**config.mk**
```make
export PLATFORM = sky130hd
export DESIGN_NAME = tmc_core
export DESIGN_NICKNAME = d
export VERILOG_FILES = /design/src/include/tmc_pkg.sv /design/src/hw/tmc_byte_latch.sv /design/src/hw/tmc_core.sv
export VERILOG_INCLUDE_DIRS = /design/src /design/src/include
export SDC_FILE = /design/constraint.sdc
export NUM_CORES = 1
export LEC_CHECK = 0
export BUFFER_PORTS_ARGS = -buffer_cell sky130_fd_sc_hd__buf_2
export CORE_ASPECT_RATIO = 1.75
export CORE_UTILIZATION = 55
export CTS_CLUSTER_DIAMETER = 100
export DETAILED_ROUTE_END_ITERATION = 7
export PLACE_DENSITY = 0.76
export SLEW_MARGIN = 20
export SYNTH_ARGS = -nofsm -noshare
export SYNTH_HDL_FRONTEND = slang
export SYNTH_HIERARCHICAL = 1
export SYNTH_SLANG_ARGS = --single-unit
```
**constraint.sdc**
```tcl
create_clock -name mclk -period 2.15 [get_ports mclk]
set_input_delay 0.1075 -clock mclk [delete_from_list [all_inputs] [get_ports mclk]]
set_output_delay 0.1075 -clock mclk [all_outputs]
set_load 0.005 [all_outputs]
```
**src/include/tmc_cfg.svh**
```systemverilog
// Timer core constants: register indices, field positions, reset values
`ifndef TMC_CFG_SVH
`define TMC_CFG_SVH

// Byte register indices on the core's register port
`define TMC_IDX_CTRL0   3'h0
`define TMC_IDX_CTRL1   3'h1
`define TMC_IDX_CNT_LO  3'h2
`define TMC_IDX_CNT_HI  3'h3
`define TMC_IDX_CMPA_LO 3'h4
`define TMC_IDX_CMPA_HI 3'h5
`define TMC_IDX_PER_LO  3'h6
`define TMC_IDX_PER_HI  3'h7

// Control 0 fields
`define TMC_C0_PAUSE    7
`define TMC_C0_CKS_HI   6
`define TMC_C0_CKS_LO   4
`define TMC_C0_ON       3
// Control 1 fields
`define TMC_C1_MODE_HI  7
`define TMC_C1_MODE_LO  6
`define TMC_C1_IO_HI    5
`define TMC_C1_IO_LO    4
`define TMC_C1_OC       3
`define TMC_C1_POL      2
`define TMC_C1_DPX      1
`define TMC_C1_CCLR     0

`define TMC_CTRL0_RST   8'h00
`define TMC_CTRL1_RST   8'h00
`define TMC_CTRL0_MASK  8'hF8

// Prescale divisors used by the internal clock choices
`define TMC_DIV_SYS4    4
`define TMC_DIV_H16     16
`define TMC_DIV_H64     64

`endif

```
**src/include/tmc_pkg.sv**
```systemverilog
// Timer core types
package tmc_pkg;

    typedef enum logic [1:0] {
        TMC_MODE_CMP   = 2'h0,
        TMC_MODE_UNDEF = 2'h1,
        TMC_MODE_PWM   = 2'h2,
        TMC_MODE_TIMER = 2'h3
    } tmc_mode_t;

    typedef enum logic [2:0] {
        TMC_CK_SYS4  = 3'h0,
        TMC_CK_SYS   = 3'h1,
        TMC_CK_H16   = 3'h2,
        TMC_CK_H64   = 3'h3,
        TMC_CK_SUB0  = 3'h4,
        TMC_CK_SUB1  = 3'h5,
        TMC_CK_EXTR  = 3'h6,
        TMC_CK_EXTF  = 3'h7
    } tmc_cksel_t;

    // Register port access
    typedef struct packed {
        logic       wr;
        logic       rd;
        logic [2:0] idx;
        logic [7:0] wdata;
    } tmc_req_t;

    // Compare match events
    typedef struct packed {
        logic matchA;
        logic matchP;
    } tmc_irq_t;

endpackage : tmc_pkg

```
**src/hw/tmc_byte_latch.sv**
```systemverilog
// Shared low-byte holding buffer for the 16-bit register pairs
`timescale 1ns/10ps
`default_nettype none

module tmc_byte_latch #(
    parameter int WIDTH = 8
) (
    // Clock and reset
    input  wire logic             mclk,
    input  wire logic             reset,
    // Load port
    input  wire logic             load,
    input  wire logic [WIDTH-1:0] loadData,
    // Contents
    output logic      [WIDTH-1:0] holdData
);

    logic [WIDTH-1:0] hold_r;

    always_ff @(posedge mclk) begin
        if (reset) begin
            hold_r <= '0;
        end else if (load) begin
            hold_r <= loadData;
        end
    end

    assign holdData = hold_r;

endmodule : tmc_byte_latch

`default_nettype wire

```
**src/hw/tmc_core.sv**
```systemverilog
// Timer core: 16-bit up counter, compare A and P, output pin, byte register port
//
// Overview of operation
// - Counter runs upward, compares with comparators; equality raises interrupt.
// - A match may clear counter and change output pin per mode.
// - Separate interrupt events for comparator A and comparator P.
// - Three-bit select picks system ratio, high clock, sub clock or pin.
// - External pin counting uses rising or falling edge as selected.
// - External pin also triggers single pulse on types that offer it.
// - Compare output mode sets pin high, low or toggles on match.
// - Output pin carries PWM waveform in PWM mode.
// - Timer, compare output and PWM functions supported; single pulse optional.
// - High bytes direct; low bytes only through one 8-bit buffer.
// - Buffer-to-low-byte transfers only on high byte access.
// - Compare low byte write updates only the buffer.
// - Compare high byte write stores byte and copies buffer to low.
// - High byte read returns it and captures low byte into buffer.
// - Low byte read returns the buffer contents.
// - Period compare is 8 bits against counter bits 15..8; A is 16.
// - Counter cleared by on-bit rising, overflow or selected compare match.
`timescale 1ns/10ps
`default_nettype none

`include "tmc_cfg.svh"

module tmc_core #(
    parameter int CNT_W = 16,
    parameter bit HAS_PULSE = 1'b0
) (
    // Clock and reset
    input  wire logic              mclk,
    input  wire logic              reset,
    // Clock sources: synchronous enables from the clock tree, and the raw external clock pin
    input  wire logic              clkHighTick,
    input  wire logic              clkSubTick,
    input  wire logic              timerExtClockPin,
    // Register port
    input  wire tmc_pkg::tmc_req_t req,
    output logic             [7:0] rdata,
    // Events and pin
    output tmc_pkg::tmc_irq_t      irq,
    output logic                   timerOutputPin
);

    localparam int HB = CNT_W - 8;

    // Control, counter, compare and state registers
    logic [7:0]       ctrl0_r;
    logic [7:0]       ctrl1_r;
    logic [CNT_W-1:0] count_r;
    logic [CNT_W-1:0] count_nxt;
    logic [HB-1:0]    cmpAHi_r;
    logic [7:0]       cmpALo_r;
    logic [7:0]       perHi_r;
    logic [7:0]       perLo_r;
    logic             onDly_r;
    logic             extDly_r;
    logic [5:0]       pre_r;
    logic             pin_r;
    logic             pulseRun_r;
    logic [7:0]       rdata_r;
    tmc_pkg::tmc_irq_t irq_r;

    // Field decode
    wire                  pause   = ctrl0_r[`TMC_C0_PAUSE];
    wire                  on      = ctrl0_r[`TMC_C0_ON];
    wire tmc_pkg::tmc_cksel_t cks = tmc_pkg::tmc_cksel_t'(ctrl0_r[`TMC_C0_CKS_HI:`TMC_C0_CKS_LO]);
    wire tmc_pkg::tmc_mode_t mode = tmc_pkg::tmc_mode_t'(ctrl1_r[`TMC_C1_MODE_HI:`TMC_C1_MODE_LO]);
    wire [1:0]            ioSel   = ctrl1_r[`TMC_C1_IO_HI:`TMC_C1_IO_LO];
    wire                  oc      = ctrl1_r[`TMC_C1_OC];
    wire                  pol     = ctrl1_r[`TMC_C1_POL];
    wire                  dpx     = ctrl1_r[`TMC_C1_DPX];
    wire                  cclr    = ctrl1_r[`TMC_C1_CCLR];
    wire                  onRise  = on & ~onDly_r;

    // Register access strobes
    function automatic logic hit(input tmc_pkg::tmc_req_t r, input logic [2:0] idx);
        hit = r.idx == idx;
    endfunction : hit

    wire wrC0   = req.wr & hit(req, `TMC_IDX_CTRL0);
    wire wrC1   = req.wr & hit(req, `TMC_IDX_CTRL1);
    wire wrAHi  = req.wr & hit(req, `TMC_IDX_CMPA_HI);
    wire wrPHi  = req.wr & hit(req, `TMC_IDX_PER_HI);
    wire rdCHi  = req.rd & hit(req, `TMC_IDX_CNT_HI);
    wire rdAHi  = req.rd & hit(req, `TMC_IDX_CMPA_HI);
    wire rdPHi  = req.rd & hit(req, `TMC_IDX_PER_HI);
    // low byte writes land only in the buffer
    wire wrLo   = req.wr & (hit(req, `TMC_IDX_CMPA_LO) | hit(req, `TMC_IDX_PER_LO));

    // high read captures matching low byte
    wire       bufLoad = wrLo | rdCHi | rdAHi | rdPHi;
    wire [7:0] bufIn   = wrLo  ? req.wdata :
                         rdCHi ? count_r[7:0] :
                         rdAHi ? cmpALo_r : perLo_r;
    wire [7:0] holdByte;

    // one holding buffer shared by all pairs
    tmc_byte_latch #(.WIDTH(8)) u_hold (
        .mclk     (mclk),
        .reset    (reset),
        .load     (bufLoad),
        .loadData (bufIn),
        .holdData (holdByte)
    );

    // clock source selection; prescaler runs off the system clock
    wire extRise = timerExtClockPin & ~extDly_r;
    wire extFall = ~timerExtClockPin & extDly_r;
    wire tick4   = pre_r[1:0] == 2'h3;
    wire tickH16;
    wire tickH64;
    logic [5:0] hCnt_r;
    assign tickH16 = clkHighTick & (hCnt_r[3:0] == 4'(`TMC_DIV_H16 - 1));
    assign tickH64 = clkHighTick & (hCnt_r == 6'(`TMC_DIV_H64 - 1));
    logic srcTick;
    always_comb begin
        unique case (cks)
            tmc_pkg::TMC_CK_SYS4: srcTick = tick4;
            tmc_pkg::TMC_CK_SYS:  srcTick = 1'b1;
            tmc_pkg::TMC_CK_H16:  srcTick = tickH16;
            tmc_pkg::TMC_CK_H64:  srcTick = tickH64;
            tmc_pkg::TMC_CK_SUB0,
            tmc_pkg::TMC_CK_SUB1: srcTick = clkSubTick;
            // edge choice on the external pin
            tmc_pkg::TMC_CK_EXTR: srcTick = extRise;
            tmc_pkg::TMC_CK_EXTF: srcTick = extFall;
        endcase
    end

    // pin edge starts a single pulse when the type offers it
    wire trig     = HAS_PULSE & (cks == tmc_pkg::TMC_CK_EXTF ? extFall : extRise);
    wire countEn  = on & ~pause & srcTick & (~HAS_PULSE | ~dpx | pulseRun_r);

    // P compares upper 8 bits, A compares all bits
    wire [CNT_W-1:0] cmpA   = {cmpAHi_r, cmpALo_r};
    wire             matchA = count_r == cmpA;
    wire             matchP = count_r[CNT_W-1 -: 8] == perHi_r;
    wire             ovf    = &count_r;
    // the chosen comparator clears the counter
    wire             clrHit = cclr ? matchA : matchP;

    // on-bit rising, overflow, match clear the count
    always_comb begin
        count_nxt = count_r;
        if (onRise) begin
            count_nxt = '0;
        end else if (countEn) begin
            if (ovf | clrHit) begin
                count_nxt = '0;
            end else begin
                count_nxt = count_r + CNT_W'(1);
            end
        end
    end

    // compare output actions; PWM drive from A duty
    logic pin_nxt;
    always_comb begin
        pin_nxt = pin_r;
        if (onRise) begin
            pin_nxt = (mode == tmc_pkg::TMC_MODE_PWM) ? ~pol ^ oc : oc;
        end else if (countEn) begin
            unique case (mode)
                tmc_pkg::TMC_MODE_CMP: begin
                    if (matchA) begin
                        unique case (ioSel)
                            2'h0: pin_nxt = pin_r;
                            2'h1: pin_nxt = 1'b0;
                            2'h2: pin_nxt = 1'b1;
                            2'h3: pin_nxt = ~pin_r;
                        endcase
                    end
                end
                tmc_pkg::TMC_MODE_PWM: begin
                    unique case (ioSel)
                        2'h0: pin_nxt = ~oc;
                        2'h1: pin_nxt = oc;
                        2'h2: pin_nxt = (clrHit | ovf) ? oc : (matchA ? ~oc : pin_r);
                        2'h3: pin_nxt = pin_r;
                    endcase
                end
                tmc_pkg::TMC_MODE_UNDEF,
                tmc_pkg::TMC_MODE_TIMER: pin_nxt = pin_r;
            endcase
        end
    end

    // high bytes read directly; low bytes read the buffer
    logic [7:0] rd_nxt;
    always_comb begin
        unique case (req.idx)
            `TMC_IDX_CTRL0:   rd_nxt = ctrl0_r;
            `TMC_IDX_CTRL1:   rd_nxt = ctrl1_r;
            `TMC_IDX_CNT_HI:  rd_nxt = count_r[CNT_W-1 -: 8];
            `TMC_IDX_CMPA_HI: rd_nxt = cmpAHi_r[7:0];
            `TMC_IDX_PER_HI:  rd_nxt = perHi_r;
            default:          rd_nxt = holdByte;
        endcase
    end

    always_ff @(posedge mclk) begin
        if (reset) begin
            ctrl0_r    <= `TMC_CTRL0_RST;
            ctrl1_r    <= `TMC_CTRL1_RST;
            count_r    <= '0;
            cmpAHi_r   <= '0;
            cmpALo_r   <= 8'h00;
            perHi_r    <= 8'h00;
            perLo_r    <= 8'h00;
            onDly_r    <= 1'b0;
            extDly_r   <= 1'b0;
            pre_r      <= 6'h00;
            hCnt_r     <= 6'h00;
            pin_r      <= 1'b0;
            pulseRun_r <= 1'b0;
            rdata_r    <= 8'h00;
            irq_r      <= '0;
        end else begin
            if (wrC0) ctrl0_r <= req.wdata & `TMC_CTRL0_MASK;
            if (wrC1) ctrl1_r <= req.wdata;
            // high write also moves buffer into low byte
            if (wrAHi) begin
                cmpAHi_r <= req.wdata;
                cmpALo_r <= holdByte;
            end
            // low byte only changes with its high byte write
            if (wrPHi) begin
                perHi_r <= req.wdata;
                perLo_r <= holdByte;
            end
            onDly_r  <= on;
            extDly_r <= timerExtClockPin;
            pre_r    <= pre_r + 6'h01;
            if (clkHighTick) hCnt_r <= hCnt_r + 6'h01;
            count_r  <= count_nxt;
            pin_r    <= pin_nxt;
            // Pulse runs from the trigger until the A match ends it
            if (trig & on & dpx) pulseRun_r <= 1'b1;
            else if (~on | (countEn & matchA)) pulseRun_r <= 1'b0;
            if (req.rd) rdata_r <= rd_nxt;
            // one-cycle event per comparator on a counted match
            irq_r.matchA <= countEn & matchA;
            irq_r.matchP <= countEn & matchP;
        end
    end

    // all functions share one pin register
    assign rdata          = rdata_r;
    assign irq            = irq_r;
    assign timerOutputPin = pin_r;

endmodule : tmc_core

`default_nettype wire

```
==> results.yml <==
sta:
  setup_viol: 10
  rsz0062_at_grt: "yes"
  finalClockSkew_ps: 7.96
  max_freq_ghz: 0.441
  finalMaxSlewViolations: 0
  hold_viol: 0
  tightestPinTransition_ps: 834
  period_share_pct: 106
  worst_slack_ps: -119
  max-slew-margin-rel_pct: 44.2
  period_needed_ps: 2270
power:
  powerDensity_nw_per_um2: 671
  leakage_nw: 2.26
  switching_share_pct: 23.5
  seqPwrFrac_pct: 46.8
  clock_power_share_pct: 44.5
  p_total_mw: 3.69
  internal-power_mw: 2.82
  power_frac_comb_pct: 8.7
  vdd_ir_drop_max_mv: 0.621
  p_sw_mw: 0.869
status:
  outcome: "finished with violations"
  violations: "DRC, setup timing"
clock_tree:
  clkTransAtPathRegs_ps: 60
  h-tree-depth: 3
  clock_tree.root_cell: "clkbuf_16"
  clk_latency_ps: 350
  clk_path_buf_depth: 2
  cts.sinks: 90
  cts_tree: "done"
  cts_inserted_buffers: 9
drt:
  drtIter0Drc: 404
  wl_mm: 12.5
  vias: 4129
  drtPass1Iterations: 7
  viasPerCell: 5.86
  wire_per_inst_um: 17.7
  drc: 2
  ant_nets: 0
yosys:
  yosysSeqAreaShare_pct: 39.8
  synth_top_area_share_pct: 39.8
  synth_edf_count: 0
  ys_dominant_reg_cell: "dfxtp_1"
  synthDistinctLibCells: 45
  async_reset_ff_share_pct: 0
  syn_nets: 584
  synthCells: 559
  syn_avg_cell_area_um2: 8.09
  synth_seq_cells: 90
  netlist.top_cell.by_area: "dfxtp_1"
  yosysWarningCount: 6
  synthTopCellsByArea: "dfxtp_1 40%, nand2_1 8.5%, mux2i_1 6.4%"
  synth.cell_area_um2: 4520
global_route:
  grt_pass1_wl_mm: 19.6
  grt_pass1_vias: 4040
  antenna_found_initial: 0
  track_usage_pct: 29.9
  grt_overflow_total: 0
  grt_max_degree: 75
placement:
  pre_cts_ws_ps: -177
  io_buffers: 28
  hpwl_mm: 8.76
  place_congestion: 0.886
final_layout:
  layout-drive-gt1-share_pct: 22.8
  n_antenna_cell: 0
  multi_input_area_um2: 2680
  area_delta_synth_final_pct: 21.7
  regArea_um2: 1820
  nFillCells: 626
  final_nets: 635
worst_setup_path:
  arrival_ps: 2510
  r2r_start: "hCnt_r[1]"
  reg2regPathDepth: 8
  endpoint_kind: "flip-flop"
  crit_required_ps: 2390
  r2r_slack_ps: -120
  path_max_fanout: 5
  criticalPathCategory: "flip-flop to flip-flop"
  critPathLaunchType: "flip-flop"
  r2r-end: "count_r[14]"
min_path:
  hold_class: "primary input to flip-flop"
  worst_hold_path.endpoint: "cmpAHi_r[3]"
  min_from: "req[3]"
  min_path_cells: 3
floorplan:
  die_h_um: 122
  initial_core_util_pct: 56.8
  die_w_um: 70.6
  rows: 43
  ios: 29
  dieArea_um2: 8600
  coreArea_um2: 7960
run:
  drv_cap: 0
-- layer usage --
metal	part of all wire [%]	wire length, µm	vias to the layer above	track usage (%)
met3	4.5	566	40	6.29
met4	4.3	535	0	16.8
met1	38	4700	1963	31.8
li1	-	-	1996	-
met2	53	6660	130	54.2
met5	0	0	-	0
-- synth_stat cells, types with 2 or more instances --
| library cell | count |
|---|---|
| nor2b_1 | 6 |
| o221ai_1 | 2 |
| a21oi_1 | 51 |
| a211oi_1 | 5 |
| nor2_1 | 71 |
| o21ai_0 | 20 |
| nor3_2 | 2 |
| buf_6 | 3 |
| nor4_1 | 6 |
| a22oi_1 | 3 |
| and3b_1 | 3 |
| clkbuf_1 | 28 |
| xor2_1 | 24 |
| nor3_1 | 13 |
| ha_1 | 7 |
| o211ai_1 | 4 |
| inv_1 | 8 |
| mux2_2 | 5 |
| mux2i_1 | 29 |
| or3_1 | 4 |
| nand4_1 | 10 |
| o31a_1 | 2 |
| mux4_2 | 3 |
| buf_1 | 4 |
| nand3_1 | 8 |
| buf_2 | 4 |
| xnor2_1 | 20 |
| nand2b_1 | 6 |
| nand2_1 | 103 |
| dfxtp_1 | 90 |
-- through the flow --
step	instance area, µm²	util, %	setup TNS, ps	std cells	hold WS (ps)
2_1_floorplan	4540	-	0	559	236
3_3_place_gp	4950	62.2	-500	681	342
3_5_place_dp	4950	62.2	-1040	681	352
4_1_cts	5340	67.1	-360	700	47.4
5_1_grt	5510	69.1	-1510	705	59.7
6_report	5510	69.1	-670	705	57.2
-- sequential cells by signal, indices dropped and copies added (netlist names) --
signal           flops
irq                  2
perHi_r              8
pre_r                2
ctrl0_r              5
u_hold/holdData      8
ctrl1_r              8
cmpAHi_r             8
timerOutputPin       1
perLo_r              8
hCnt_r               6
cmpALo_r             8
extDly_r             1
count_r             16
onDly_r              1
rdata                8
-- power by group through the flow --
stage                     logic, mW  registers [mW]  clock network [mW]
after floorplan               0.190            1.76                   0
after global placement        0.288            1.76                   0
after detailed placement      0.295            1.76                   0
after CTS                     0.300            1.73                1.67
after global routing          0.351            1.73                1.73
final                         0.321            1.73                1.65
-- final cells by class --
type                       count  area share (%)
tap                           90            2.05
timing repair buffer          79            10.0
multi-input combinational    422            48.6
sequential                    90            33.0
clock inverter                 4           0.886
inverter                       8           0.545
clock buffer                  12            4.84
-- critical path: stages, from the launching register on --
cell      delay [ps]
dfxtp_2          350
ha_4             150
nand4_4          100
o31a_1           260
a2111o_2         530
or3_4            480
nor2_4           110
xnor2_1          120
nor2_1            50
-- how the worst max path moves through the flow --
| stage | startpoint | endpoint | slack [ps] |
|---|---|---|---|
| global placement | count_r[10] | timerOutputPin | -140 |
| floorplan | hCnt_r[1] | count_r[15] | 20 |
| global route | hCnt_r[1] | timerOutputPin | -190 |
| CTS | count_r[0] | timerOutputPin | -140 |
| detailed placement | hCnt_r[1] | timerOutputPin | -180 |
| finish | hCnt_r[1] | count_r[14] | -120 |
-- cells by family after synthesis --
| group | Yosys count | synth area share [%] |
|---|---|---|
| fa+ha+maj | 7 | 1.94 |
| simple gates | 239 | 24.0 |
| buf+inv | 47 | 4.51 |
| flops | 90 | 39.8 |
| mux | 37 | 9.16 |
| xor+xnor | 44 | 8.52 |
| compound gates | 95 | 12.1 |
-- cell usage in the layout, fill, tap and decap left out, types with 3 or more instances in the layout --
cell type / synthesis / layout
nand4_1: 10 / 10
or3_1: 4 / 4
buf_6: 3 / 4
a22oi_1: 3 / 3
mux2i_1: 29 / 29
and3b_1: 3 / 3
buf_4: 0 / 45
clkbuf_16: 0 / 9
nor2_2: 1 / 3
inv_1: 8 / 8
dfxtp_1: 90 / 78
dfxtp_2: 0 / 12
xor2_1: 24 / 24
a211oi_1: 5 / 5
mux2_2: 5 / 5
nor2b_1: 6 / 6
xnor2_1: 20 / 18
clkbuf_8: 0 / 3
nor3_1: 13 / 13
mux4_2: 3 / 3
nor4_1: 6 / 4
o21ai_0: 20 / 19
nor2_1: 71 / 63
nand3_1: 8 / 8
a21oi_1: 51 / 51
nor2_4: 0 / 6
o211ai_1: 4 / 4
nand2b_1: 6 / 6
ha_1: 7 / 5
buf_2: 4 / 28
nand2_1: 103 / 102
-- repair_timing --
action / CTS / global route
endpoints found under the hold margin: 1 / 0
cloned: 0 / 1
hold buffers: 1 / 0
pin swaps: 1 / 12
endpoints found under the setup margin: 13 / 17
buffers inserted: 2 / 5
resized for setup: 13 / 36
Power figures use the tool's default switching activity.
